## config.mk

```make
export PLATFORM = sky130hd
export DESIGN_NAME = tach_top
export DESIGN_NICKNAME = d
export VERILOG_FILES = /design/src/inc/tach_pkg.sv /design/src/design/tach_skid.sv /design/src/design/tach_top.sv
export VERILOG_INCLUDE_DIRS = /design/src /design/src/inc
export SDC_FILE = /design/constraint.sdc
export NUM_CORES = 1
export LEC_CHECK = 0
export BUFFER_PORTS_ARGS = -buffer_cell sky130_fd_sc_hd__buf_2
export CAP_MARGIN = 40
export CORE_MARGIN = 2
export CORE_UTILIZATION = 30
export DETAILED_ROUTE_END_ITERATION = 6
export GPL_TIMING_DRIVEN = 0
export PLACE_DENSITY = 0.46
export SYNTH_ARGS = -nofsm -noshare
export SYNTH_HDL_FRONTEND = slang
export SYNTH_SLANG_ARGS = --single-unit
```

## constraint.sdc

```tcl
create_clock -name CLK -period 3.09 [get_ports CLK]
set_input_delay 0.4635 -clock CLK [delete_from_list [all_inputs] [get_ports CLK]]
set_output_delay 0.4635 -clock CLK [all_outputs]
set_load 0.05 [all_outputs]
```

## src/inc/tach_cfg.svh

```systemverilog
// Constants for the touch application command handler.
`ifndef TACH_CFG_SVH
`define TACH_CFG_SVH
`define TACH_ID_ACK        8'hF0
`define TACH_ID_BASELINE   8'hFB
`define TACH_ID_VERSION    8'hFF
`define TACH_ID_READ       8'h17
`define TACH_ID_BOOT       8'h55
`define TACH_ID_PASS       8'hFC
`define TACH_ID_SETREG     8'hE0
`define TACH_CNT_SHORT     8'h01
`define TACH_CNT_ACK       8'h02
`define TACH_CNT_READ      8'h07
`define TACH_CNT_SETREG    8'h0B
`define TACH_CNT_VERSION   8'h80
`define TACH_VERSION_BYTES 8'h80
`define TACH_ARG_ADDR0     4'h0
`define TACH_ARG_VAL0      4'h2
`define TACH_ARG_MASK0     4'h6
`define TACH_ARG_SIZE0     4'h4
`endif

```

## src/inc/tach_pkg.sv

```systemverilog
// Types shared by the touch application command handler.
package tach_pkg;
  typedef enum logic [3:0] {
    ST_COUNT, ST_ID, ST_ARGS, ST_PASS, ST_EXEC, ST_DHDR_CNT, ST_DHDR_ID,
    ST_DATA, ST_WAIT_MEM, ST_ACK_CNT, ST_ACK_ID, ST_ACK_ECHO, ST_DRAIN
  } tach_state_type;
endpackage : tach_pkg
```

## src/design/tach_skid.sv

```systemverilog
// Two-entry buffer with valid and ready on both sides.
`timescale 1ns/1ps
module tach_skid_buf (
  input  wire logic       clk,      // System clock.
  input  wire logic       rst_n,    // Synchronous reset, active low.
  input  wire logic [7:0] in_data,  // Word from the source.
  input  wire logic       in_valid, // Source offers a word.
  output logic            in_ready, // Buffer has room.
  output logic [7:0]      out_data, // Word to the sink.
  output logic            out_valid,// Buffer holds a word.
  input  wire logic       out_ready // Sink takes the word.
);
  logic [7:0] mem_q [2];
  logic       rd_q;
  logic       wr_q;
  logic [1:0] cnt_q;
  logic       push;
  logic       pop;

  // Handshakes on each side.
  assign push      = in_valid && in_ready;
  assign pop       = out_valid && out_ready;
  assign in_ready  = (cnt_q != 2'h2);
  assign out_valid = (cnt_q != 2'h0);
  assign out_data  = mem_q[rd_q];

  // Storage is written only on push, so no reset is needed for data.
  always_ff @(posedge clk) begin
    if (push) begin
      mem_q[wr_q] <= in_data;
    end
  end

  // Pointers and occupancy; full stalls the source.
  always_ff @(posedge clk) begin
    if (!rst_n) begin
      rd_q  <= 1'b0;
      wr_q  <= 1'b0;
      cnt_q <= 2'h0;
    end else begin
      if (push) begin
        wr_q <= ~wr_q;
      end
      if (pop) begin
        rd_q <= ~rd_q;
      end
      cnt_q <= cnt_q + {1'b0, push} - {1'b0, pop};
    end
  end
endmodule : tach_skid_buf

```

## src/design/tach_top.sv

```systemverilog
// Application command interpreter for a touch controller.
`timescale 1ns/1ps
`include "tach_cfg.svh"

module tach_top
  import tach_pkg::*;
(
  input  wire logic        CLK,           // 200 MHz system clock.
  input  wire logic        RST_N,         // Synchronous reset, active low.
  input  wire logic [7:0]  RX_DATA,       // Command byte from host.
  input  wire logic        RX_VALID,      // Command byte offered.
  output logic             RX_READY,      // Command byte accepted.
  output logic [7:0]       TX_DATA,       // Response byte to host.
  output logic             TX_VALID,      // Response byte offered.
  input  wire logic        TX_READY,      // Host takes response byte.
  output logic             BASELINE_PULSE,// Refresh baseline, one cycle.
  output logic             BOOT_MODE,     // Bootloader operation selected.
  output logic [31:0]      MEM_ADDR,      // Memory read address.
  output logic             MEM_REQ,       // Memory read request, one cycle.
  input  wire logic [7:0]  MEM_DATA,      // Memory byte, valid with MEM_ACK.
  input  wire logic        MEM_ACK,       // Memory byte returned.
  input  wire logic [7:0]  VER_DATA,      // Version byte at VER_INDEX.
  output logic [6:0]       VER_INDEX,     // Version byte index.
  output logic [7:0]       GP_DATA,       // Byte to gesture controller.
  output logic             GP_VALID,      // Gesture byte offered.
  input  wire logic        GP_READY,      // Gesture controller takes byte.
  output logic [15:0]      PREG_ADDR,     // Parameter register address.
  output logic [31:0]      PREG_WDATA,    // Merged register value.
  output logic             PREG_WE,       // Register write, one cycle.
  input  wire logic [31:0] PREG_RDATA     // Current register value.
);
  tach_state_type state_q;
  logic [7:0]  cnt_q;       // Bytes following the current field.
  logic [7:0]  cmd_q;
  logic [3:0]  arg_q;
  logic [7:0]  args_q [10];
  logic [15:0] left_q;
  logic [31:0] addr_q;
  logic [7:0]  tx_d;
  logic        tx_v;
  logic        tx_rdy;
  logic        rx_take;
  logic        tx_fire;
  logic        mem_pend_q;
  logic        waiting_q;
  logic [7:0]  mem_byte_q;
  logic [31:0] val_w;
  logic [31:0] mask_w;

  // Data words leave through a two-entry buffer, so a host stall loses nothing.
  tach_skid_buf u_buf (
    .clk       (CLK),
    .rst_n     (RST_N),
    .in_data   (tx_d),
    .in_valid  (tx_v),
    .in_ready  (tx_rdy),
    .out_data  (TX_DATA),
    .out_valid (TX_VALID),
    .out_ready (TX_READY)
  );

  assign tx_fire = tx_v && tx_rdy;
  assign rx_take = RX_VALID && RX_READY;
  assign val_w   = {args_q[5], args_q[4], args_q[3], args_q[2]};
  assign mask_w  = {args_q[9], args_q[8], args_q[7], args_q[6]};

  // Response byte source; the buffer head and pass-through are separate paths.
  always_comb begin
    tx_v = 1'b0;
    tx_d = 8'h00;
    unique case (state_q)
      ST_DHDR_CNT: begin
        tx_v = 1'b1;
        tx_d = (cmd_q == `TACH_ID_VERSION) ? `TACH_CNT_VERSION : (left_q[7:0] + 8'h01);
      end
      ST_DHDR_ID: begin
        tx_v = (cmd_q == `TACH_ID_READ);
        tx_d = `TACH_ID_READ;
      end
      ST_DATA: begin
        tx_v = (cmd_q == `TACH_ID_VERSION) || mem_pend_q;
        tx_d = (cmd_q == `TACH_ID_VERSION) ? VER_DATA : mem_byte_q;
      end
      ST_ACK_CNT: begin
        // The last forwarded byte must leave before the reply starts.
        tx_v = !GP_VALID;
        // A pass-through reply carries only F0, so its count is one.
        tx_d = (cmd_q == `TACH_ID_PASS) ? `TACH_CNT_SHORT : `TACH_CNT_ACK;
      end
      ST_ACK_ID: begin
        tx_v = 1'b1;
        tx_d = `TACH_ID_ACK;
      end
      ST_ACK_ECHO: begin
        tx_v = (cmd_q != `TACH_ID_PASS);
        tx_d = cmd_q;
      end
      default: begin
        tx_v = 1'b0;
        tx_d = 8'h00;
      end
    endcase
  end

  // Command bytes are taken while parsing, or when forwarding and the gesture side has room.
  always_ff @(posedge CLK) begin
    if (!RST_N) begin
      RX_READY <= 1'b0;
    end else begin
      RX_READY <= ((state_q == ST_COUNT) || (state_q == ST_ID) || (state_q == ST_ARGS) ||
                   (state_q == ST_DRAIN) || ((state_q == ST_PASS) && !GP_VALID))
                  && !rx_take;
    end
  end

  // Main sequencer.
  always_ff @(posedge CLK) begin
    if (!RST_N) begin
      state_q <= ST_COUNT;
      cnt_q   <= 8'h00;
      cmd_q   <= 8'h00;
      arg_q   <= 4'h0;
      left_q  <= 16'h0000;
      addr_q  <= 32'h00000000;
    end else begin
      unique case (state_q)
        ST_COUNT: begin
          if (rx_take && RX_DATA != 8'h00) begin
            cnt_q   <= RX_DATA - 8'h01;
            state_q <= ST_ID;
          end
        end
        ST_ID: begin
          if (rx_take) begin
            cmd_q <= RX_DATA;
            arg_q <= 4'h0;
            if (RX_DATA == `TACH_ID_PASS) begin
              state_q <= (cnt_q == 8'h00) ? ST_ACK_CNT : ST_PASS;
            end else if ((RX_DATA == `TACH_ID_READ && cnt_q == `TACH_CNT_READ - 8'h01) ||
                         (RX_DATA == `TACH_ID_SETREG && cnt_q == `TACH_CNT_SETREG - 8'h01)) begin
              state_q <= ST_ARGS;
            end else if (cnt_q == 8'h00 && (RX_DATA == `TACH_ID_BASELINE ||
                         RX_DATA == `TACH_ID_VERSION || RX_DATA == `TACH_ID_BOOT)) begin
              state_q <= ST_EXEC;
            end else begin
              // Unknown or malformed commands are swallowed without a reply.
              state_q <= (cnt_q == 8'h00) ? ST_COUNT : ST_DRAIN;
            end
          end
        end
        ST_ARGS: begin
          if (rx_take) begin
            arg_q <= arg_q + 4'h1;
            cnt_q <= cnt_q - 8'h01;
            if (cnt_q == 8'h01) begin
              state_q <= ST_EXEC;
            end
          end
        end
        ST_PASS: begin
          if (rx_take) begin
            cnt_q <= cnt_q - 8'h01;
            if (cnt_q == 8'h01) begin
              state_q <= ST_ACK_CNT;
            end
          end
        end
        ST_DRAIN: begin
          if (rx_take) begin
            cnt_q <= cnt_q - 8'h01;
            if (cnt_q == 8'h01) begin
              state_q <= ST_COUNT;
            end
          end
        end
        ST_EXEC: begin
          if (cmd_q == `TACH_ID_VERSION) begin
            left_q  <= {8'h00, `TACH_VERSION_BYTES};
            state_q <= ST_DHDR_CNT;
          end else if (cmd_q == `TACH_ID_READ) begin
            left_q  <= {args_q[`TACH_ARG_SIZE0 + 4'h1], args_q[`TACH_ARG_SIZE0]};
            addr_q  <= {args_q[3], args_q[2], args_q[1], args_q[`TACH_ARG_ADDR0]};
            state_q <= ST_DHDR_CNT;
          end else begin
            state_q <= ST_ACK_CNT;
          end
        end
        ST_DHDR_CNT: begin
          if (tx_fire) begin
            state_q <= (cmd_q == `TACH_ID_READ) ? ST_DHDR_ID : ST_DATA;
          end
        end
        ST_DHDR_ID: begin
          if (tx_fire) begin
            state_q <= (left_q == 16'h0000) ? ST_ACK_CNT : ST_DATA;
          end
        end
        ST_DATA: begin
          if (tx_fire) begin
            left_q <= left_q - 16'h0001;
            addr_q <= addr_q + 32'h00000001;
            if (left_q == 16'h0001) begin
              state_q <= ST_ACK_CNT;
            end
          end
        end
        ST_ACK_CNT: begin
          if (tx_fire) begin
            state_q <= ST_ACK_ID;
          end
        end
        ST_ACK_ID: begin
          if (tx_fire) begin
            state_q <= ST_ACK_ECHO;
          end
        end
        ST_ACK_ECHO: begin
          // Pass-through replies carry no echoed identifier.
          if (tx_fire || cmd_q == `TACH_ID_PASS) begin
            state_q <= ST_COUNT;
          end
        end
        default: begin
          state_q <= ST_COUNT;
        end
      endcase
    end
  end

  // Argument capture, least significant byte first.
  always_ff @(posedge CLK) begin
    if (!RST_N) begin
      for (int i = 0; i < 10; i++) begin
        args_q[i] <= 8'h00;
      end
    end else if (state_q == ST_ARGS && rx_take) begin
      args_q[arg_q] <= RX_DATA;
    end
  end

  // Memory fetch: one outstanding byte, requested while the buffer slot is free.
  always_ff @(posedge CLK) begin
    if (!RST_N) begin
      MEM_REQ    <= 1'b0;
      MEM_ADDR   <= 32'h00000000;
      mem_pend_q <= 1'b0;
      mem_byte_q <= 8'h00;
    end else begin
      MEM_REQ  <= (state_q == ST_DATA) && (cmd_q == `TACH_ID_READ) && !mem_pend_q &&
                  !MEM_REQ && !waiting_q;
      MEM_ADDR <= addr_q;
      if (MEM_ACK) begin
        mem_byte_q <= MEM_DATA;
        mem_pend_q <= 1'b1;
      end else if (tx_fire && state_q == ST_DATA) begin
        mem_pend_q <= 1'b0;
      end
    end
  end

  // Tracks a read in flight so that only one request is outstanding.
  always_ff @(posedge CLK) begin
    if (!RST_N) begin
      waiting_q <= 1'b0;
    end else if (MEM_REQ) begin
      waiting_q <= 1'b1;
    end else if (MEM_ACK) begin
      waiting_q <= 1'b0;
    end
  end

  // Version bytes are indexed by how many have been sent, the total less those that remain.
  always_ff @(posedge CLK) begin
    if (!RST_N) begin
      VER_INDEX <= 7'h00;
    end else begin
      VER_INDEX <= 7'(`TACH_VERSION_BYTES - left_q[7:0]) + 7'(tx_fire && state_q == ST_DATA);
    end
  end

  // Gesture pass-through byte holder; it stalls the command side when full.
  always_ff @(posedge CLK) begin
    if (!RST_N) begin
      GP_VALID <= 1'b0;
      GP_DATA  <= 8'h00;
    end else if (state_q == ST_PASS && rx_take) begin
      GP_VALID <= 1'b1;
      GP_DATA  <= RX_DATA;
    end else if (GP_READY) begin
      GP_VALID <= 1'b0;
    end
  end

  // Side effects of executed commands.
  always_ff @(posedge CLK) begin
    if (!RST_N) begin
      BASELINE_PULSE <= 1'b0;
      BOOT_MODE      <= 1'b0;
      PREG_WE        <= 1'b0;
      PREG_ADDR      <= 16'h0000;
      PREG_WDATA     <= 32'h00000000;
    end else begin
      BASELINE_PULSE <= (state_q == ST_EXEC) && (cmd_q == `TACH_ID_BASELINE);
      // Bootloader takes over once the echo byte of its acknowledge enters the response buffer.
      if (state_q == ST_ACK_ECHO && tx_fire && cmd_q == `TACH_ID_BOOT) begin
        BOOT_MODE <= 1'b1;
      end
      PREG_WE    <= (state_q == ST_EXEC) && (cmd_q == `TACH_ID_SETREG);
      PREG_ADDR  <= {args_q[1], args_q[`TACH_ARG_ADDR0]};
      PREG_WDATA <= (PREG_RDATA & ~mask_w) | (val_w & mask_w);
    end
  end
endmodule : tach_top

```

# Word level (Yosys, flattened, before mapping)
# Memories as Yosys holds them, arrays and structs flattened. A register that Yosys moved wholly into a read port is not among the register bits.
# Index checks and enable logic that the tools add are counted.
# Widths: inputs -> output; s select.
dict set report word_totals {
  reg_bits 187
  mem_bits_rw 96
  mem_count 2
}
dict set report op_classes {
  n_addsub 10
  n_eq_ne 48
  n_mux 61
  n_bitwise 6
  n_reduce_logical 54
}
# memory words word_bits read_ports rd_ports_with_merged_regs wr line
set mem_list {}
lappend mem_list {args_q 10 8 10 0 10 tach_top.sv:36} ;# logic [7:0] args_q [10];
lappend mem_list {u_buf.mem_q 2 8 1 1 1 tach_skid.sv:13} ;# logic [7:0] mem_q [2];
# operator count
set op_table {}
lappend op_table {{$mux 4} 26}
lappend op_table {{$mux 32} 3}
lappend op_table {{$and 32x32->32} 2}
lappend op_table {{$eq 8x8->1 const B} 8}
lappend op_table {{$pmux 32 s2} 1}
lappend op_table {{$mux 16} 3}
lappend op_table {{$pmux 4 s12} 1}
lappend op_table {{$pmux 8 s6} 1}
lappend op_table {{$mux 8} 5}
lappend op_table {{$add 32x1->32 const B} 1}
lappend op_table {{$ne 2x2->1 const B} 16}
lappend op_table {{$not 32->32} 1}
lappend op_table {{$or 32x32->32} 1}
lappend op_table {{$pmux 16 s2} 1}
lappend op_table {{$logic_and 1x1->1} 20}
lappend op_table {{$eq 16x1->1 const B} 1}
lappend op_table {{$eq 4x3->1 const B} 4}
lappend op_table {{$eq 4x4->1 const B} 4}
lappend op_table {{$eq 8x5->1 const B} 2}
lappend op_table {{$eq 8x7->1 const B} 2}
lappend op_table {{$logic_not 16->1} 1}
lappend op_table {{$mux 1} 16}
lappend op_table {{$pmux 8 s2} 1}
lappend op_table {{$sub 16x1->16 const B} 1}
lappend op_table {{32 further kinds} 57}

# Longest topological paths before layout
dict set report depth {
  ltp_word 9
  depth_mapped 11
  mapped_depth_nobuf 9
}

# By module
# A second synthesis with hierarchy kept.
dict set report hier_totals {
  cells_unflattened 1299
  area_unflattened_um2 12754.7
}
# mod instances cells_each area_each_um2 seq_area_each_um2
set by_module_without_submodules {}
lappend by_module_without_submodules {tach_top 1 1250 11944.0 6065.8}
lappend by_module_without_submodules {tach_skid_buf 1 49 810.8 580.6}

# Worst setup path before layout
# Ideal clock, no wire load.
dict set report synth_timing {
  kind {register -> register}
  startpoint {register cmd_q[6]}
  endpoint {memory u_buf.mem_q[0][0], enable pin}
  arrival_ps 1940
  t_required_ps 2720
  setup_slack_ps 780
  stages_incl_launch_ff 6
  path_buffers 0
  synth_period_minus_slack_ps 2310
  path_cell_list {dfxtp_1 or4_4 or2_1 or2_0 a31o_1 nor2_1}
}
dict set report synth_via {
  elab_chain_cells 6
}
# element line
set synth_rtl {}
lappend synth_rtl {{start, declared} tach_top.sv:34} ;# logic [7:0] cmd_q;
lappend synth_rtl {{start signal, assigned} tach_top.sv:121} ;# cmd_q <= 8'h00;
lappend synth_rtl {{start signal, assigned} tach_top.sv:135} ;# cmd_q <= RX_DATA;
lappend synth_rtl {{$eq 8x8->1 (no source line)} -}
lappend synth_rtl {{$logic_or 1x1->1} tach_top.sv:81} ;# tx_v = (cmd_q == `TACH_ID_VERSION) || mem_pend_q;
lappend synth_rtl {{$pmux 1 s5 (*)} tach_top.sv:71} ;# unique case (state_q)
lappend synth_rtl {{$logic_and 1x1->1 (*)} tach_skid.sv:21} ;# assign push = in_valid && in_ready;
lappend synth_rtl {{$mux 1 (*)} tach_skid.sv:29} ;# if (push) begin
lappend synth_rtl {{$mux 1 (implied by the code) (*)} tach_skid.sv:30} ;# mem_q[wr_q] <= in_data;
lappend synth_rtl {{end, declared} tach_skid.sv:13}
# Mark *: on every way between the ends. The rest lies on a longest branch, timed or not.

# Worst setup path after layout
dict set report layout_timing {
  startpoint {register state_q[3]}
  endpoint {memory u_buf.mem_q[0][6], data pin}
}
dict set report layout_via {
  elab_chain_cells 2
}
# element line
set layout_rtl {}
lappend layout_rtl {{start, declared} tach_top.sv:32} ;# tach_state_type state_q;
lappend layout_rtl {{start signal, assigned} tach_top.sv:138} ;# state_q <= (cnt_q == 8'h00) ? ST_ACK_CNT : ST_PASS;
lappend layout_rtl {{start signal, assigned} tach_top.sv:147} ;# state_q <= (cnt_q == 8'h00) ? ST_COUNT : ST_DRAIN;
lappend layout_rtl {{start signal, assigned} tach_top.sv:190} ;# state_q <= (cmd_q == `TACH_ID_READ) ? ST_DHDR_ID : ST_DATA;
lappend layout_rtl {{$eq 4x4->1 or $eq 4x3->1 (tied branches)} tach_top.sv:71}
lappend layout_rtl {{$pmux 8 s6 (*)} tach_top.sv:71}
lappend layout_rtl {{named net tx_d[6]} tach_top.sv:39} ;# logic [7:0] tx_d;
# The timed path passes the listed nets; every way through them passes the cells marked *.

==> impl_metrics.prom <==
# TYPE chip_impl_metric gauge
chip_impl_info{name="tritoncts",value="built"} 1
chip_impl_metric{name="final.min_clock_period",unit="ns"} 2.882
chip_impl_metric{name="clkLatencyLatePin",unit="ns"} 0.55
chip_impl_metric{name="cell_depth_of_the_worst_flop_to_flop_path",unit=""} 8
chip_impl_metric{name="final_max_slew_viol_count",unit=""} 0
chip_impl_metric{name="power_density",unit="nW/um2"} 581.9
chip_impl_metric{name="design.portCount",unit=""} 172
chip_impl_metric{name="port_buffers",unit=""} 163
chip_impl_metric{name="final_stage_net_count",unit=""} 1582
chip_impl_metric{name="wl",unit="um"} 42390
chip_impl_metric{name="timing.critical_path.required",unit="ns"} 3.33
chip_impl_metric{name="placement_rows",unit=""} 74
chip_impl_metric{name="die_width",unit="um"} 207.4
chip_impl_metric{name="yosys.cell_types.count",unit=""} 70
chip_impl_metric{name="finalWeightedCongestion",unit=""} 0.8741
chip_impl_metric{name="synth.yosys.warnings",unit=""} 0
chip_impl_metric{name="wire_length_of_the_first_global_routing_pass",unit="um"} 63320
chip_impl_metric{name="reg2reg_setup_slack",unit="ns"} 0.21
chip_impl_info{name="worstReg2RegStart",value="state_q[3]"} 1
chip_impl_info{name="cts-root-buf",value="sky130_fd_sc_hd__clkbuf_16"} 1
chip_impl_metric{name="htree_num_levels",unit=""} 2
chip_impl_metric{name="whs",unit="ns"} 0.1576
chip_impl_info{name="hold-path-endpoint",value="mem_byte_q[0]"} 1
chip_impl_metric{name="holdBufCountCts",unit=""} 0
chip_impl_metric{name="tightest_slew",unit="ns"} 0.9343
chip_impl_metric{name="cap_viol_max_count",unit=""} 0
chip_impl_metric{name="synth.cell_area",unit="um2"} 12410
chip_impl_metric{name="wl_per_cell",unit="um"} 20.58
chip_impl_metric{name="synth_fp_nets",unit=""} 1374
chip_impl_info{name="min_from",value="MEM_DATA[0]"} 1
chip_impl_metric{name="numCtsBuffers",unit=""} 34
chip_impl_info{name="outcome",value="finished clean"} 1
chip_impl_metric{name="cp_max_fo",unit=""} 10
chip_impl_info{name="min-delay-path-class",value="input port to flop"} 1
chip_impl_metric{name="async_reset_ff_share",unit="%"} 0
chip_impl_metric{name="die_height",unit="um"} 207.4
chip_impl_metric{name="synth_edf_count",unit=""} 96
chip_impl_info{name="grt_setup_unrepaired",value="false"} 1
chip_impl_metric{name="grt_overflow",unit=""} 0
chip_impl_info{name="endpoint_kind",value="flop"} 1
chip_impl_info{name="critPathKind",value="flop to flop"} 1
chip_impl_info{name="timing.rr.end",value="u_buf.mem_q[0][6]"} 1
chip_impl_metric{name="timing.final.crit_share",unit="%"} 93.28
chip_impl_metric{name="first_iter_violations",unit=""} 782
chip_impl_metric{name="core_area",unit="um2"} 40830
chip_impl_metric{name="cts-root-to-sink-buffers",unit=""} 3
chip_impl_metric{name="final_antenna_net_count",unit=""} 0
chip_impl_metric{name="cts.sinks",unit=""} 284
chip_impl_metric{name="synthesis.area_per_instance",unit="um2"} 9.593
chip_impl_metric{name="vdd_ir_drop_max",unit="V"} 0.0003325
chip_impl_metric{name="via_per_inst",unit=""} 5.079
chip_impl_metric{name="cts_clock_pin_slew_for_the_worst_setup_and_hold_paths",unit="ns"} 0.06
chip_impl_metric{name="min_delay_path_depth",unit=""} 3
chip_impl_metric{name="sum_of_internal_switching_and_leakage_power",unit="mW"} 8.834
chip_impl_metric{name="setup_viol",unit=""} 0
chip_impl_metric{name="area.sequential",unit="um2"} 6646
chip_impl_metric{name="finalHoldViolCount",unit=""} 0
chip_impl_metric{name="antenna_cells",unit=""} 0
chip_impl_metric{name="cellLeakagePower",unit="nW"} 6.050
chip_impl_metric{name="syn2layout_area_growth",unit="%"} 22.29
chip_impl_metric{name="grt_start_max_net_pins",unit=""} 14
chip_impl_metric{name="effective_utilization_at_floorplan",unit="%"} 30.40
chip_impl_metric{name="seq_area_frac_synth",unit="%"} 53.54
chip_impl_metric{name="global_route.usage.total",unit="%"} 19.29
chip_impl_info{name="crit_path_start_kind",value="flop"} 1
chip_impl_metric{name="detailed_placer_s_ending_hpwl",unit="um"} 30300
chip_impl_metric{name="timing.clock.skew",unit="ns"} 0.02158
chip_impl_metric{name="area_of_the_die",unit="um2"} 43020
chip_impl_metric{name="n_fill_cell",unit=""} 4206
chip_impl_metric{name="netlist_instances",unit=""} 1294
chip_impl_metric{name="critical_path_arrival",unit="ns"} 3.12
chip_impl_metric{name="antenna_found_initial",unit=""} 0
chip_impl_metric{name="grt_pass1_vias",unit=""} 10240
chip_impl_metric{name="multi_input_gate_area_in_the_final_layout",unit="um2"} 5345
chip_impl_metric{name="drt_pass1_iterations",unit=""} 7
chip_impl_metric{name="route.vias.total",unit=""} 10460
chip_impl_info{name="synth_ff_type",value="sky130_fd_sc_hd__dfxtp_1"} 1
chip_impl_metric{name="drive_gt1_share",unit="%"} 18.00
chip_impl_metric{name="fmax",unit="MHz"} 346.9
chip_impl_metric{name="ys_ff_latch",unit=""} 284
chip_impl_metric{name="drt_drc_violations_left",unit=""} 0
chip_impl_metric{name="max_slew_margin",unit="%"} 37.72
[placed cells by master, fill, tap and decap left out, types with 11 or more instances in the layout]
cell type                   count
sky130_fd_sc_hd__nand3_1       22
sky130_fd_sc_hd__buf_2        169
sky130_fd_sc_hd__xnor2_1       11
sky130_fd_sc_hd__dfxtp_1      188
sky130_fd_sc_hd__and2_1        55
sky130_fd_sc_hd__nor2_1       211
sky130_fd_sc_hd__xor2_1        19
sky130_fd_sc_hd__nand4_1       16
sky130_fd_sc_hd__clkbuf_1      66
sky130_fd_sc_hd__a22oi_1       14
sky130_fd_sc_hd__a21oi_1       74
sky130_fd_sc_hd__o22ai_1       11
sky130_fd_sc_hd__mux2i_1       60
sky130_fd_sc_hd__nand2_1      108
sky130_fd_sc_hd__o21ai_0       51
sky130_fd_sc_hd__nor3_1        25
sky130_fd_sc_hd__nor2b_1       12
sky130_fd_sc_hd__nor4_1        12
sky130_fd_sc_hd__inv_1         33
sky130_fd_sc_hd__edfxtp_1      96
sky130_fd_sc_hd__ha_1          18
sky130_fd_sc_hd__clkbuf_16     38
sky130_fd_sc_hd__mux2_2        11
[power by group]
part           switching, mW  internal (mW)
Sequential            0.0694           3.96
Clock                   1.68           2.48
Combinational          0.442          0.202
[per-stage QoR]
stage                     instance area (um2)  utilization, %  setup slack, ns  setup TNS, ns  cells
after floorplan                         12410               -           0.7798              0   1294
after detailed placement                13930           34.12          -0.1732         -1.859   1993
after CTS                               15130           37.07         0.004090              0   2058
after global placement                  13890           34.03          -0.1980         -2.583   1989
after global routing                    15180           37.18          0.01898              0   2060
final                                   15180           37.18           0.2077              0   2060
[state kept, by name (all words and copies together), names as in the netlist, 2 cells and up, named ones only]
| signal | flops |
|---|---|
| args_q | 80 |
| MEM_ADDR | 32 |
| PREG_WDATA | 32 |
| addr_q | 32 |
| PREG_ADDR | 16 |
| left_q | 16 |
| u_buf.mem_q | 16 |
| GP_DATA | 8 |
| cmd_q | 8 |
| cnt_q | 8 |
| mem_byte_q | 8 |
| VER_INDEX | 7 |
| arg_q | 4 |
| state_q | 4 |
| u_buf.cnt_q | 2 |
[how the worst max path moves through the flow]
stage	cells past startpoint	startpoint	slack, ns	end
2_1_floorplan	5	cmd_q[6]	0.78	u_buf.mem_q[0][0]
3_3_place_gp	7	state_q[1]	-0.20	u_buf.mem_q[1][4]
3_5_place_dp	7	state_q[1]	-0.17	u_buf.mem_q[0][4]
4_1_cts	7	state_q[2]	0.004	args_q[1][2]
5_1_grt	8	state_q[3]	0.02	u_buf.mem_q[1][6]
6_report	8	state_q[3]	0.21	u_buf.mem_q[0][6]
[repair_timing]
item,CTS,global route
pin swaps,0,1
resized for setup,6,12
endpoints found under the setup margin,32,112
buffers inserted,3,2
[final cells by class]
class                   instances  share of cell area (%)
repair buffers                172                   5.877
plain buffers                  84                   2.193
flip-flops and latches        284                   43.78
clock inverters                19                   1.121
well taps                     532                   4.385
clock buffers                  43                   6.586
inverters                      34                  0.8407
multi-input cells             892                   35.21
[per-layer routing]
metal	global-route usage, %	up-vias	share of wire, %
li1	-	4992	-
met1	26.77	5082	47
met2	30.25	314	45
met3	3.328	74	5.4
met4	6.700	0	2.8
met5	0	-	0
[cells in the mapped netlist (4+ instances only)]
cell	n	share of area (%)
sky130_fd_sc_hd__nor3_1	25	1.0
sky130_fd_sc_hd__nand2b_1	4	0.20
sky130_fd_sc_hd__o22ai_1	11	0.55
sky130_fd_sc_hd__nand2_1	110	3.3
sky130_fd_sc_hd__a21oi_1	74	3.0
sky130_fd_sc_hd__a41oi_1	4	0.28
sky130_fd_sc_hd__and4_1	5	0.35
sky130_fd_sc_hd__nor3b_1	6	0.36
sky130_fd_sc_hd__nor4_1	13	0.66
sky130_fd_sc_hd__o221a_2	7	0.64
sky130_fd_sc_hd__mux2i_1	60	4.8
sky130_fd_sc_hd__buf_2	5	0.20
sky130_fd_sc_hd__a22oi_1	14	0.85
sky130_fd_sc_hd__o21a_1	10	0.60
sky130_fd_sc_hd__dfxtp_1	188	30
sky130_fd_sc_hd__o41ai_1	4	0.28
sky130_fd_sc_hd__buf_1	7	0.21
sky130_fd_sc_hd__mux2_2	11	1.0
sky130_fd_sc_hd__o211ai_1	4	0.24
sky130_fd_sc_hd__a21boi_0	4	0.24
sky130_fd_sc_hd__nand4b_1	5	0.35
sky130_fd_sc_hd__clkbuf_1	72	2.2
sky130_fd_sc_hd__nand3b_1	8	0.48
sky130_fd_sc_hd__o31ai_1	8	0.48
sky130_fd_sc_hd__o21ai_0	51	2.1
sky130_fd_sc_hd__a31oi_1	7	0.35
sky130_fd_sc_hd__ha_1	18	1.8
sky130_fd_sc_hd__a211oi_1	10	0.60
sky130_fd_sc_hd__edfxtp_1	96	23
sky130_fd_sc_hd__and3_1	9	0.45
sky130_fd_sc_hd__nor2_1	212	6.4
sky130_fd_sc_hd__xor2_1	19	1.3
sky130_fd_sc_hd__and2_1	55	2.8
sky130_fd_sc_hd__or3_1	5	0.25
sky130_fd_sc_hd__nor2b_1	12	0.60
sky130_fd_sc_hd__or2_2	5	0.25
sky130_fd_sc_hd__nand4_1	16	0.81
sky130_fd_sc_hd__inv_1	33	1.0
sky130_fd_sc_hd__nand3_1	23	0.93
sky130_fd_sc_hd__xnor2_1	11	0.78
sky130_fd_sc_hd__or4_1	6	0.36
[worst max-delay path, stage by stage, from the launching register on]
cell	delay, ns
sky130_fd_sc_hd__dfxtp_1	0.39
sky130_fd_sc_hd__clkbuf_1	0.35
sky130_fd_sc_hd__nand4b_1	0.28
sky130_fd_sc_hd__buf_4	0.19
sky130_fd_sc_hd__clkbuf_2	0.31
sky130_fd_sc_hd__buf_1	0.54
sky130_fd_sc_hd__nor2_1	0.11
sky130_fd_sc_hd__a21oi_1	0.19
sky130_fd_sc_hd__o21ai_0	0.22
[logic make-up after synthesis]
kind of cell	Yosys count	share of synthesized area, %
and+or+nand+nor	531	20.44
DFF	284	53.54
AOI/OAI and AO/OA	242	12.63
buffers and inverters	118	3.619
muxes	71	5.836
xor gates and xnor gates	30	2.117
adders and majority gates	18	1.814
Power figures use the tool's default switching activity.
